==> config.mk <==
export PLATFORM = sky130hd
export DESIGN_NAME = tmra_timer
export DESIGN_NICKNAME = d
export VERILOG_FILES = /design/src/verilog/tmra_pkg.sv /design/src/verilog/tmra_prescale.sv /design/src/verilog/tmra_timer.sv
export SDC_FILE = /design/constraint.sdc
export NUM_CORES = 1
export LEC_CHECK = 0
export ABC_AREA = 0
export CORE_MARGIN = 1
export CORE_UTILIZATION = 40
export DETAILED_ROUTE_END_ITERATION = 8
export DONT_BUFFER_PORTS = 1
export REMOVE_ABC_BUFFERS = 1
export SLEW_MARGIN = 20
export SYNTH_ARGS = -nofsm -noshare
export SYNTH_HDL_FRONTEND = slang
export SYNTH_SLANG_ARGS = --single-unit
export TNS_END_PERCENT = 5
==> constraint.sdc <==
create_clock -name CLK -period 4.7 [get_ports CLK]
set_input_delay 0.235 -clock CLK [delete_from_list [all_inputs] [get_ports CLK]]
set_output_delay 0.235 -clock CLK [all_outputs]
set_load 0.05 [all_outputs]
==> src/verilog/tmra_pkg.sv <==
`default_nettype none
package tmra_pkg;

  // ****************************************************************
  // Widths
  // ****************************************************************
  localparam int TMRA_ADDR_W = 12;
  localparam int TMRA_DATA_W = 32;
  localparam int TMRA_DIV_W  = 4;
  localparam int TMRA_PRE_W  = 12;

  typedef logic [7:0] tmra_byte_t;

  // ****************************************************************
  // Register indices (byte address is four times the index)
  // ****************************************************************
  localparam logic [9:0] TMRA_IDX_CTRL  = 10'h0E2;
  localparam logic [9:0] TMRA_IDX_DIV   = 10'h0E3;
  localparam logic [9:0] TMRA_IDX_ISTAT = 10'h0E4;
  localparam logic [9:0] TMRA_IDX_IMASK = 10'h0E5;
  localparam logic [9:0] TMRA_IDX_COUNT = 10'h0E6;
  localparam logic [9:0] TMRA_IDX_CAPT  = 10'h0E7;

  // ****************************************************************
  // Field positions
  // ****************************************************************
  localparam int TMRA_DIV_SRC_BIT = 7;
  localparam int TMRA_EV_OVF      = 0;
  localparam int TMRA_EV_MATCH    = 1;

  // ****************************************************************
  // Reset values and limits
  // ****************************************************************
  localparam tmra_byte_t       TMRA_CTRL_RST = 8'h00;
  localparam tmra_byte_t       TMRA_DIV_RST  = 8'h00;
  localparam logic [1:0]       TMRA_EV_RST   = 2'h0;
  localparam tmra_byte_t       TMRA_CNT_MAX  = 8'hFF;
  localparam logic [3:0]       TMRA_DIV_MAX  = 4'hC;

  // ****************************************************************
  // Modes and control layout
  // ****************************************************************
  typedef enum logic [1:0] {
    MODE_INTERVAL,
    MODE_CAP_RISE,
    MODE_CAP_FALL,
    MODE_PWM
  } tmra_mode_t;

  typedef struct packed {
    tmra_mode_t mode;
    logic       clr;
    logic       run;
    logic       match_ie;
    logic       ovf_ie;
    logic       match_pend;
    logic       ovf_pend;
  } tmra_ctrl_t;

endpackage
`default_nettype wire

==> src/verilog/tmra_prescale.sv <==
`timescale 1ns/10ps
`default_nettype none
module tmra_prescale #(
  parameter int PRE_W = tmra_pkg::TMRA_PRE_W
) (
  input  wire logic       clk,
  input  wire logic       nrst,
  input  wire logic       src_tick,
  input  wire logic [3:0] div_exp,
  output logic            out_tick
);
  import tmra_pkg::*;

  logic [PRE_W-1:0] pre_reg;
  logic [3:0]       exp_lim;
  logic [PRE_W-1:0] pre_mask;

  // Invalid exponents above the limit are held at the limit
  assign exp_lim  = (div_exp > TMRA_DIV_MAX) ? TMRA_DIV_MAX : div_exp;
  assign pre_mask = PRE_W'((PRE_W+1)'(1) << exp_lim) - PRE_W'(1);
  assign out_tick = src_tick && ((pre_reg & pre_mask) == pre_mask);

  always_ff @(posedge clk) begin
    if (!nrst) begin
      pre_reg <= '0;
    end else if (src_tick) begin
      pre_reg <= pre_reg + PRE_W'(1);
    end
  end

endmodule
`default_nettype wire

==> src/verilog/tmra_timer.sv <==
// Overview of operation
// - Counter runs while the run bit is one; run bit resets to zero.
// - Overflow sets its pending flag; writing zero clears it; reads show it.
// - Clock select zero feeds the prescaler from the internal clock.
// - Clock select one takes count clock from the external pin.
`timescale 1ns/10ps
`default_nettype none
module tmra_timer (
  // Clock and reset
  input  wire logic                            CLK,
  input  wire logic                            NRST,
  // APB slave
  input  wire logic                            PSEL,
  input  wire logic                            PENABLE,
  input  wire logic                            PWRITE,
  input  wire logic [tmra_pkg::TMRA_ADDR_W-1:0] PADDR,
  input  wire logic [tmra_pkg::TMRA_DATA_W-1:0] PWDATA,
  output logic      [tmra_pkg::TMRA_DATA_W-1:0] PRDATA,
  output logic                                 PREADY,
  output logic                                 PSLVERR,
  // Compare value from the datapath
  input  wire tmra_pkg::tmra_byte_t            MATCH_VALUE,
  // Pins
  input  wire logic                            EXTERNAL_COUNT_CLOCK_PIN,
  input  wire logic                            CAPTURE_PIN,
  output logic                                 INTERVAL_TOGGLE_OUTPUT,
  // Interrupt
  output logic                                 IRQ
);
  import tmra_pkg::*;

  // ****************************************************************
  // Registers
  // ****************************************************************
  tmra_ctrl_t   ctrl_reg;
  tmra_byte_t   div_reg;
  logic [1:0]   istat_reg;
  logic [1:0]   imask_reg;
  tmra_byte_t   cnt_reg;
  tmra_byte_t   cnt_next;
  tmra_byte_t   capt_reg;
  logic         out_reg;
  logic [31:0]  prdata_reg;
  logic [2:0]   ext_sync;
  logic [2:0]   cap_sync;

  // ****************************************************************
  // Bus decode
  // ****************************************************************
  wire [9:0] idx     = PADDR[TMRA_ADDR_W-1:2];
  wire       aligned = (PADDR[1:0] == 2'h0);
  wire       hit_ctrl  = aligned && (idx == TMRA_IDX_CTRL);
  wire       hit_div   = aligned && (idx == TMRA_IDX_DIV);
  wire       hit_istat = aligned && (idx == TMRA_IDX_ISTAT);
  wire       hit_imask = aligned && (idx == TMRA_IDX_IMASK);
  wire       hit_count = aligned && (idx == TMRA_IDX_COUNT);
  wire       hit_capt  = aligned && (idx == TMRA_IDX_CAPT);
  wire       hit_any   = hit_ctrl | hit_div | hit_istat | hit_imask
                       | hit_count | hit_capt;
  wire       access    = PSEL && PENABLE;
  wire       setup     = PSEL && !PENABLE;
  wire       wr_en     = access && PWRITE && hit_any;
  wire       wr_ctrl   = wr_en && hit_ctrl;
  wire       wr_div    = wr_en && hit_div;
  wire       wr_istat  = wr_en && hit_istat;
  wire       wr_imask  = wr_en && hit_imask;
  wire [7:0] wbyte     = PWDATA[7:0];

  // Read data is latched in the setup phase so the access phase
  // can complete with no wait state
  wire [7:0] rd_byte =
      hit_ctrl  ? 8'(ctrl_reg) :
      hit_div   ? (div_reg & 8'h8F) :
      hit_istat ? {6'h00, istat_reg} :
      hit_imask ? {6'h00, imask_reg} :
      hit_count ? cnt_reg :
      hit_capt  ? capt_reg : 8'h00;

  assign PREADY  = 1'b1;
  assign PSLVERR = access && !hit_any;
  assign PRDATA  = prdata_reg;

  always_ff @(posedge CLK) begin
    if (!NRST) begin
      prdata_reg <= 32'h0000_0000;
    end else if (setup) begin
      prdata_reg <= {24'h00_0000, rd_byte};
    end
  end

  // ****************************************************************
  // Pin synchronisers
  // ****************************************************************
  always_ff @(posedge CLK) begin
    if (!NRST) begin
      ext_sync <= 3'h0;
      cap_sync <= 3'h0;
    end else begin
      ext_sync <= {ext_sync[1:0], EXTERNAL_COUNT_CLOCK_PIN};
      cap_sync <= {cap_sync[1:0], CAPTURE_PIN};
    end
  end

  wire ext_rise = ext_sync[1] && !ext_sync[2];
  wire cap_rise = cap_sync[1] && !cap_sync[2];
  wire cap_fall = !cap_sync[1] && cap_sync[2];

  // ****************************************************************
  // Clock source and prescaler
  // ****************************************************************
  wire       ext_sel  = div_reg[TMRA_DIV_SRC_BIT];
  // External counting is limited to half the system clock rate
  wire       src_tick = ext_sel ? ext_rise : 1'b1;
  wire       cnt_tick;

  tmra_prescale #(
    .PRE_W (TMRA_PRE_W)
  ) u_pre (
    .clk      (CLK),
    .nrst     (NRST),
    .src_tick (src_tick),
    .div_exp  (div_reg[TMRA_DIV_W-1:0]),
    .out_tick (cnt_tick)
  );

  // ****************************************************************
  // Counter and mode logic
  // ****************************************************************
  wire clr_req   = wr_ctrl && wbyte[5];
  wire run       = ctrl_reg.run;
  wire is_cap    = (ctrl_reg.mode == MODE_CAP_RISE)
                || (ctrl_reg.mode == MODE_CAP_FALL);
  wire step      = run && cnt_tick && !clr_req;
  wire at_match  = (cnt_reg == MATCH_VALUE);
  wire intv_hit  = step && (ctrl_reg.mode == MODE_INTERVAL) && at_match;
  wire ovf_evt   = step && !intv_hit && (cnt_reg == TMRA_CNT_MAX);
  wire cap_edge  = (ctrl_reg.mode == MODE_CAP_RISE) ? cap_rise : cap_fall;
  wire cap_evt   = run && is_cap && cap_edge;
  wire match_evt = step && !is_cap && at_match;
  wire mc_evt    = match_evt || cap_evt;

  always_comb begin
    cnt_next = cnt_reg;
    if (clr_req) begin
      cnt_next = 8'h00;
    end else if (intv_hit) begin
      cnt_next = 8'h00;
    end else if (step) begin
      cnt_next = cnt_reg + 8'h01;
    end
  end

  always_ff @(posedge CLK) begin
    if (!NRST) begin
      cnt_reg  <= 8'h00;
      capt_reg <= 8'h00;
    end else begin
      cnt_reg <= cnt_next;
      if (cap_evt) begin
        capt_reg <= cnt_reg;
      end
    end
  end

  // Interval toggles at each match; PWM is high below the match value
  always_ff @(posedge CLK) begin
    if (!NRST) begin
      out_reg <= 1'b0;
    end else begin
      unique case (ctrl_reg.mode)
        MODE_INTERVAL: begin
          if (intv_hit) begin
            out_reg <= !out_reg;
          end
        end
        MODE_PWM: begin
          out_reg <= (cnt_next < MATCH_VALUE);
        end
        MODE_CAP_RISE, MODE_CAP_FALL: begin
          out_reg <= 1'b0;
        end
      endcase
    end
  end

  assign INTERVAL_TOGGLE_OUTPUT = out_reg;

  // ****************************************************************
  // Control register
  // ****************************************************************
  // Pending flags: a set in the same cycle beats a software clear
  always_ff @(posedge CLK) begin
    if (!NRST) begin
      ctrl_reg <= tmra_ctrl_t'(TMRA_CTRL_RST);
    end else begin
      if (wr_ctrl) begin
        ctrl_reg.mode     <= tmra_mode_t'(wbyte[7:6]);
        ctrl_reg.run      <= wbyte[4];
        ctrl_reg.match_ie <= wbyte[3];
        ctrl_reg.ovf_ie   <= wbyte[2];
      end
      ctrl_reg.clr <= 1'b0;
      ctrl_reg.ovf_pend <= ovf_evt
          || (ctrl_reg.ovf_pend && !(wr_ctrl && !wbyte[0]));
      ctrl_reg.match_pend <= mc_evt
          || (ctrl_reg.match_pend && !(wr_ctrl && !wbyte[1]));
    end
  end

  always_ff @(posedge CLK) begin
    if (!NRST) begin
      div_reg <= TMRA_DIV_RST;
    end else if (wr_div) begin
      div_reg <= wbyte & 8'h8F;
    end
  end

  // ****************************************************************
  // Interrupt status and mask
  // ****************************************************************
  wire [1:0] ev_vec  = {mc_evt, ovf_evt};
  wire [1:0] ie_vec  = {ctrl_reg.match_ie, ctrl_reg.ovf_ie};
  wire [1:0] w1c_vec = wr_istat ? wbyte[1:0] : 2'h0;

  always_ff @(posedge CLK) begin
    if (!NRST) begin
      istat_reg <= TMRA_EV_RST;
      imask_reg <= TMRA_EV_RST;
    end else begin
      istat_reg <= ev_vec | (istat_reg & ~w1c_vec);
      if (wr_imask) begin
        imask_reg <= wbyte[1:0];
      end
    end
  end

  // Enable bits gate the interrupt too, so either layer can silence it
  assign IRQ = |(istat_reg & imask_reg & ie_vec);
endmodule
`default_nettype wire
==> results.json, run 1 <==
{
  "clockBufferDepth": 2,
  "route.vias.total": 2805,
  "netlist.area_leader.share": 0.332,
  "unrepaired_setup_endpoints_after_global_routing": "no",
  "ys_warn_count": 0,
  "whs_ns": 0.0271,
  "compound_cell_area_share_of_the_yosys_netlist": 0.108,
  "fraction_of_layout_cells_with_a_size_suffix_above_1": 0.101,
  "global_route_layer_with_the_greatest_usage": "met2",
  "synth_mux_area_frac": 0.0900,
  "cts-buffers-inserted": 9,
  "worstHoldPathType": "in -> reg",
  "fillers": 875,
  "slew_viol_final": 0,
  "remaining_drc_errors": 0,
  "ffs_latches_synth": 59,
  "clock_sinks": 59,
  "finalHoldViolCount": 0,
  "ant_nets": 0,
  "cts_tree": "built",
  "synthArstFlopShare": 0,
  "htreeDepth": 3,
  "die_area_mm2": 0.00927,
  "die-height_um": 96.3,
  "power.ir.vdd_worst_mv": 0.167,
  "worst-path-max-fanout": 14,
  "start_util": 0.410,
  "drt_first_iter_violations": 105,
  "grt_usage": 0.172,
  "power.density_cell_area_mw_per_mm2": 275,
  "syn_area_mm2": 0.00356,
  "synth_ff_type": "dfxtp_1",
  "routed_wire_length_per_instance_um": 14.5,
  "cts-resized-gates": 0,
  "postRouteWirelength_mm": 7.63,
  "port_buffers": 0,
  "synthesized_area_fraction_occupied_by_xor_and_xnor_cells": 0.0566,
  "grt_first_pass_wirelength_mm": 12.0,
  "timing.final.crit_share": 0.905,
  "timing.critical_path.arrival_ns": 4.50,
  "cts.clk_slew.worst_paths_ns": 0.07,
  "clock-skew-final_ns": 0.00624,
  "overflow": 0,
  "synth_unique_cells": 58,
  "grt_pass1_vias": 2537,
  "mean_instance_size_in_the_synthesized_netlist_um2": 8.43,
  "final.setup.tns_ns": 0,
  "num_rows": 34,
  "largest_register_ff_count": 12,
  "antenna_found_initial": 0,
  "grt_util_met3": 0.0419,
  "setup.worst_path.start_class": "register",
  "coreArea_mm2": 0.00868,
  "cts_post_setup_buffers_inserted": 0,
  "synth_simple_gate_area_frac": 0.256,
  "synth-edff-count": 0,
  "insertedDiodeCount": 0,
  "global_route.usage.met2": 0.262,
  "most_area_hungry_cell_type_in_the_yosys_netlist": "dfxtp_1",
  "first_pass_iters": 4,
  "post_synth_main_area_contributors": "dfxtp_1 (33%), mux2i_1 (6.5%), buf_4 (5.3%)",
  "grt_start_max_net_pins": 46,
  "use_met1": 0.231,
  "required_ns": 4.95,
  "hpwlAfterDp_mm": 5.62,
  "number_of_maximum_capacitance_constraint_violations": 0,
  "i_o_pins": 95,
  "synth_sequential_area_ratio": 0.332,
  "post_synth_fa_ha_maj_area_fraction": 0.0492,
  "critPathCaptureType": "register",
  "synthesis.instances": 422,
  "synth_top_family_by_area": "simple AND/OR/NAND/NOR gates",
  "timing.setup.critical_path_class": "reg -> reg",
  "post_synth_most_frequent_cells": "dfxtp_1 (59), nor2_1 (46), nand2_1 (36), buf_4 (25), mux2i_1 (23)",
  "nNetsFinal": 485,
  "via_density": 5.34,
  "final.min_clock_period_ns": 4.25,
  "floorplan.die.width_um": 96.3,
  "measured_slew_at_the_worst_slew_check_pin_ns": 0.833,
  "cts_hold_fix_bufs": 0,
  "clock_insertion_delay_worst_skew_ns": 0.33,
  "clk_root_buffer_cell": "clkbuf_8",
  "synthMostInstantiatedCell": "dfxtp_1",
  "setup_viol": 0,
  "finalWeightedCongestion": 0.814,
  "worst_relative_slew_slack": 0.444,
  "area_delta_synth_final_pct": 2.67,
  "outcome": "completed",
  "leakagePower_nw": 1.36,
  "timing.fmax_ghz": 0.235
}
[worst paths after layout]
check,to,cells past startpoint,slack (ns),startpoint
setup / recovery,INTERVAL_TOGGLE_OUTPUT,15,0.45,div_reg[2]
hold / removal,cap_sync[0],1,0.03,NRST
hold reg to reg,ext_sync[1],1,0.43,ext_sync[0]
setup reg to reg,INTERVAL_TOGGLE_OUTPUT,15,0.45,div_reg[2]
[through the flow]
| stage | instances | util | power, mW | worst slack [ns] | cell area [um^2] |
|---|---|---|---|---|---|
| 2_1_floorplan | 399 | - | 0.597 | 0.800 | 3330 |
| 3_3_place_gp | 509 | 0.401 | 0.604 | 0.576 | 3480 |
| 3_5_place_dp | 509 | 0.401 | 0.605 | 0.442 | 3480 |
| 4_1_cts | 525 | 0.421 | 1.01 | 0.436 | 3650 |
| 5_1_grt | 525 | 0.421 | 1.05 | 0.199 | 3650 |
| 6_report | 525 | 0.421 | 1.00 | 0.448 | 3650 |
[cell families (layout without fill, tap and decap cells)]
| kind of cell | count (synthesis) | in the layout |
|---|---|---|
| DFF | 59 | 59 |
| adders and majority gates | 14 | 14 |
| muxes | 28 | 28 |
| buffers and inverters | 62 | 34 |
| AOI/OAI and AO/OA | 62 | 62 |
| and+or+nand+nor | 172 | 172 |
| xor gates and xnor gates | 23 | 23 |
| other | 2 | 25 |
[worst max-delay path, cell delays in order, from the launching register on]
cell and delay [ns]:
dfxtp_1 0.46, or4_4 0.56, ha_1 0.30, o21ai_0 0.09
a211oi_2 0.18, nand4_2 0.16, nor4_4 0.41, nand4_2 0.19
or4_1 0.46, a21oi_1 0.23, ha_1 0.28, nor2b_1 0.13
o21ai_0 0.14, nand3b_1 0.13, or3_1 0.36, o22ai_1 0.11
[layout make-up]
class                   instances  area (um^2)  area share
multi-input cells             324         2090       0.572
flip-flops and latches         59         1180       0.323
clock buffers                  14          163      0.0445
well taps                     108          135      0.0370
inverters                      16         60.1      0.0164
repair buffers                  2         15.0     0.00411
clock inverters                 2         10.0     0.00274
[metal layers]
metal	vias to the layer above	wire length (um)
met3	10	381
met2	75	3510
met4	0	122
li1	1401	-
met5	-	0
met1	1319	3620
[placed cells by master, fill, tap and decap left out, drive strengths merged, types with 3 or more instances in the layout]
cell	Yosys	routed
a21oi	24	24
nor2b	3	3
o211ai	5	5
dfxtp	59	59
clkbuf	16	14
conb	2	25
ha	14	14
nand3	23	23
and2	8	8
and3	9	9
or3	5	5
nor2	46	46
nand2	37	37
a31oi	3	3
or4	4	4
nand4b	3	3
o21ai	16	16
nand2b	5	5
mux2i	23	23
nor4	4	4
xor2	11	11
o2111ai	3	3
xnor2	12	12
mux4	3	3
nand4	10	10
nor3	5	5
inv	16	16
[power by group]
group	switching [mW]	internal [mW]
clock	0.191	0.219
combinational	0.0648	0.0158
sequential	0.00797	0.505
total	0.264	0.740
(Power assumes the default switching activity.)
==> run 2: changes to the inputs <==
Settings changed: ABC_AREA 0 to 1.
==> results.json, run 2 <==
{
  "final.setup.worst_slack_ns": 1.66,
  "reg2reg_start": "div_reg[3]",
  "remaining_drc_errors": 0,
  "finalWeightedCongestion": 0.858,
  "cts-buffers-inserted": 9,
  "cts.clk_slew.worst_paths_ns": 0.07,
  "grt_pass1_vias": 2933,
  "cts_tree": "built",
  "clk_root_buffer_cell": "clkbuf_8",
  "critical_path.reg2reg.endpoint": "INTERVAL_TOGGLE_OUTPUT",
  "ys_warn_count": 0,
  "power_mw": 1.05,
  "worst_relative_slew_slack": 0.392,
  "syn_area_mm2": 0.00364,
  "critPathCaptureType": "register",
  "netlist.area_leader.share": 0.325,
  "whs_ns": 0.0211,
  "unrepaired_setup_endpoints_after_global_routing": "no",
  "i_o_pins": 95,
  "power_frac_clock": 0.429,
  "comb_power_share": 0.082,
  "drt_first_iter_violations": 91,
  "clock_insertion_delay_worst_skew_ns": 0.34,
  "synth_unique_cells": 41,
  "most_area_hungry_cell_type_in_the_yosys_netlist": "dfxtp_1",
  "ffs_latches_synth": 59,
  "antenna_found_initial": 1,
  "grt_start_max_net_pins": 30,
  "clock-skew-final_ns": 0.00302,
  "hpwlAfterDp_mm": 6.18,
  "via_density": 4.93,
  "required_ns": 4.98,
  "p_seq_frac": 0.489,
  "insertedDiodeCount": 0,
  "htreeDepth": 3,
  "slew_viol_final": 0,
  "synth-edff-count": 0,
  "number_of_maximum_capacitance_constraint_violations": 0,
  "synth_ff_type": "dfxtp_1",
  "power.density_cell_area_mw_per_mm2": 274,
  "area_delta_synth_final_pct": 5.78,
  "nNetsFinal": 597,
  "power_report.internal_total_mw": 0.770,
  "routed_wire_length_per_instance_um": 12.9,
  "coreArea_mm2": 0.00876,
  "r2r.worst_path.cells": 21,
  "path_cells": "nor2_4 -> nand3_1 -> ha_1 -> inv_1 -> nand2_1 -> nand2_1 -> nand3_1 -> nand2_1 -> nand3_4 -> nor2_8 -> nand3_4 -> nor2_4 -> nand2_2 -> a21oi_2 -> o21a_2 -> ha_1 -> nand4_1 -> nand2_1 -> a31oi_1 -> nand2_1 -> a21oi_2",
  "worst-path-max-fanout": 8,
  "mostFrequentLayoutCells": "nand2_1 (93), inv_1 (86), dfxtp_1 (59)",
  "port_buffers": 0,
  "first_pass_iters": 4,
  "switching_share": 0.268,
  "overflow": 0,
  "synth_sequential_area_ratio": 0.325,
  "power.ir.vdd_worst_mv": 0.108,
  "route.vias.total": 3143,
  "final_common_cell": "nand2_1",
  "largest_register_ff_count": 12,
  "timing.final.crit_share": 0.647,
  "power.net_switching_mw": 0.282,
  "holdPathEnd": "u_pre.pre_reg[2]",
  "leakagePower_nw": 1.68,
  "outcome": "completed",
  "fraction_of_layout_cells_with_a_size_suffix_above_1": 0.0945,
  "post_synth_most_frequent_cells": "nand2_1 (93), inv_1 (86), dfxtp_1 (59), nor2_1 (42), a21oi_1 (41)",
  "num_rows": 34,
  "die_area_mm2": 0.00948,
  "cts-resized-gates": 0,
  "measured_slew_at_the_worst_slew_check_pin_ns": 0.910,
  "critical_path.max_stage_delay_ns": 0.42,
  "die-height_um": 97.3,
  "post_synth_main_area_contributors": "dfxtp_1 (32%), nand2_1 (9.6%), inv_1 (8.9%)",
  "synthArstFlopShare": 0,
  "mean_instance_size_in_the_synthesized_netlist_um2": 6.95,
  "final.setup.tns_ns": 0,
  "r2r_setup_slack_ns": 1.66,
  "start_util": 0.415,
  "cts_post_setup_buffers_inserted": 0,
  "grt_first_pass_wirelength_mm": 14.0,
  "postRouteWirelength_mm": 8.22,
  "timing.fmax_ghz": 0.329,
  "min_from": "NRST",
  "setup.worst_path.start_class": "register",
  "grt_usage": 0.187,
  "synthMostInstantiatedCell": "nand2_1",
  "clockBufferDepth": 2,
  "ant_nets": 0,
  "critical-path-slowest-cell": "dfxtp_1",
  "final.min_clock_period_ns": 3.04,
  "clock_sinks": 59,
  "cell_type_with_the_highest_occurrence_count_on_the_critical_path": "nand2_1",
  "floorplan.die.width_um": 97.3,
  "pre_cts_ws_ns": 1.65,
  "worstHoldPathCells": 2,
  "worstHoldPathType": "in -> reg",
  "setup_viol": 0,
  "timing.critical_path.arrival_ns": 3.32,
  "finalHoldViolCount": 0,
  "timing.setup.critical_path_class": "reg -> reg",
  "synthesis.instances": 523
}
## run 2: cell types whose count changed after synthesis, sizes merged, moves of 6 or more
cell and change:
o21ai +14, a21oi +20, nand3 +10, xnor2 -7, nor3 +9, xor2 -6
inv +77, mux2i -23, nand2 +63, nand4 -6, and3 -9, and2 -8
clkbuf -8, a211oi +8
## run 2: cell type report
type	instances	area, um^2
fill	917	4920
multi-input combinational	358	1960
sequential	59	1180
inverter	93	349
clock buffer	15	186
tap	108	135
timing repair buffer	3	30.0
clock inverter	1	5.00
## run 2: critical path, delay by kind of cell (launching register included)
family	cells	cell delay, ns
and+or+nand+nor	14	1.42
AOI/OAI and AO/OA	4	0.53
adders and majority gates	2	0.47
DFF	1	0.42
buffers and inverters	1	0.11
## run 2: how the worst max path moves through the flow
stage          startpoint                     end  slack, ns
2_1_floorplan  div_reg[2]  INTERVAL_TOGGLE_OUTPUT       2.03
3_3_place_gp   div_reg[3]  INTERVAL_TOGGLE_OUTPUT       1.64
3_5_place_dp   div_reg[3]  INTERVAL_TOGGLE_OUTPUT       1.65
4_1_cts        div_reg[3]  INTERVAL_TOGGLE_OUTPUT       1.61
5_1_grt        div_reg[3]  INTERVAL_TOGGLE_OUTPUT       1.36
6_report       div_reg[3]  INTERVAL_TOGGLE_OUTPUT       1.66
## run 2: stage by stage
stage | area, um^2 | cells | utilization
after floorplan | 3480 | 510 | -
after global placement | 3620 | 618 | 0.413
after detailed placement | 3620 | 618 | 0.413
after CTS | 3840 | 637 | 0.438
after global routing | 3850 | 637 | 0.439
final | 3850 | 637 | 0.439
## run 2: cell families (layout without fill, tap and decap cells)
family	count (synthesis)	after routing	share of synthesized area
simple gates	203	203	0.267
buf+inv	129	112	0.162
compound gates	106	106	0.172
flops	59	59	0.325
fa+ha+maj	14	14	0.0482
xor+xnor	10	10	0.0241
other cells	2	25	0.00207
## run 2: per-layer routing
layer  global-route usage  vias up  routed length (um)
li1                     -     1644                   -
met2                0.290       83                3660
met3               0.0417       13                 508
met5                    0        -                  11
met4               0.0848        2                 131
met1                0.249     1401                3900
## run 2: repair_timing
action | in CTS | in global routing
hold buffers | 3 | 0
endpoints found under the hold margin | 8 | 0
setup endpoints to repair | 0 | 0
## run 2: power by group through the flow
stage | registers [mW] | logic, mW | clock network, mW
after floorplan | 0.525 | 0.0753 | 0
after global placement | 0.526 | 0.0815 | 0
after CTS | 0.514 | 0.0863 | 0.462
final | 0.514 | 0.0862 | 0.452
after detailed placement | 0.526 | 0.0827 | 0
after global routing | 0.515 | 0.0949 | 0.486
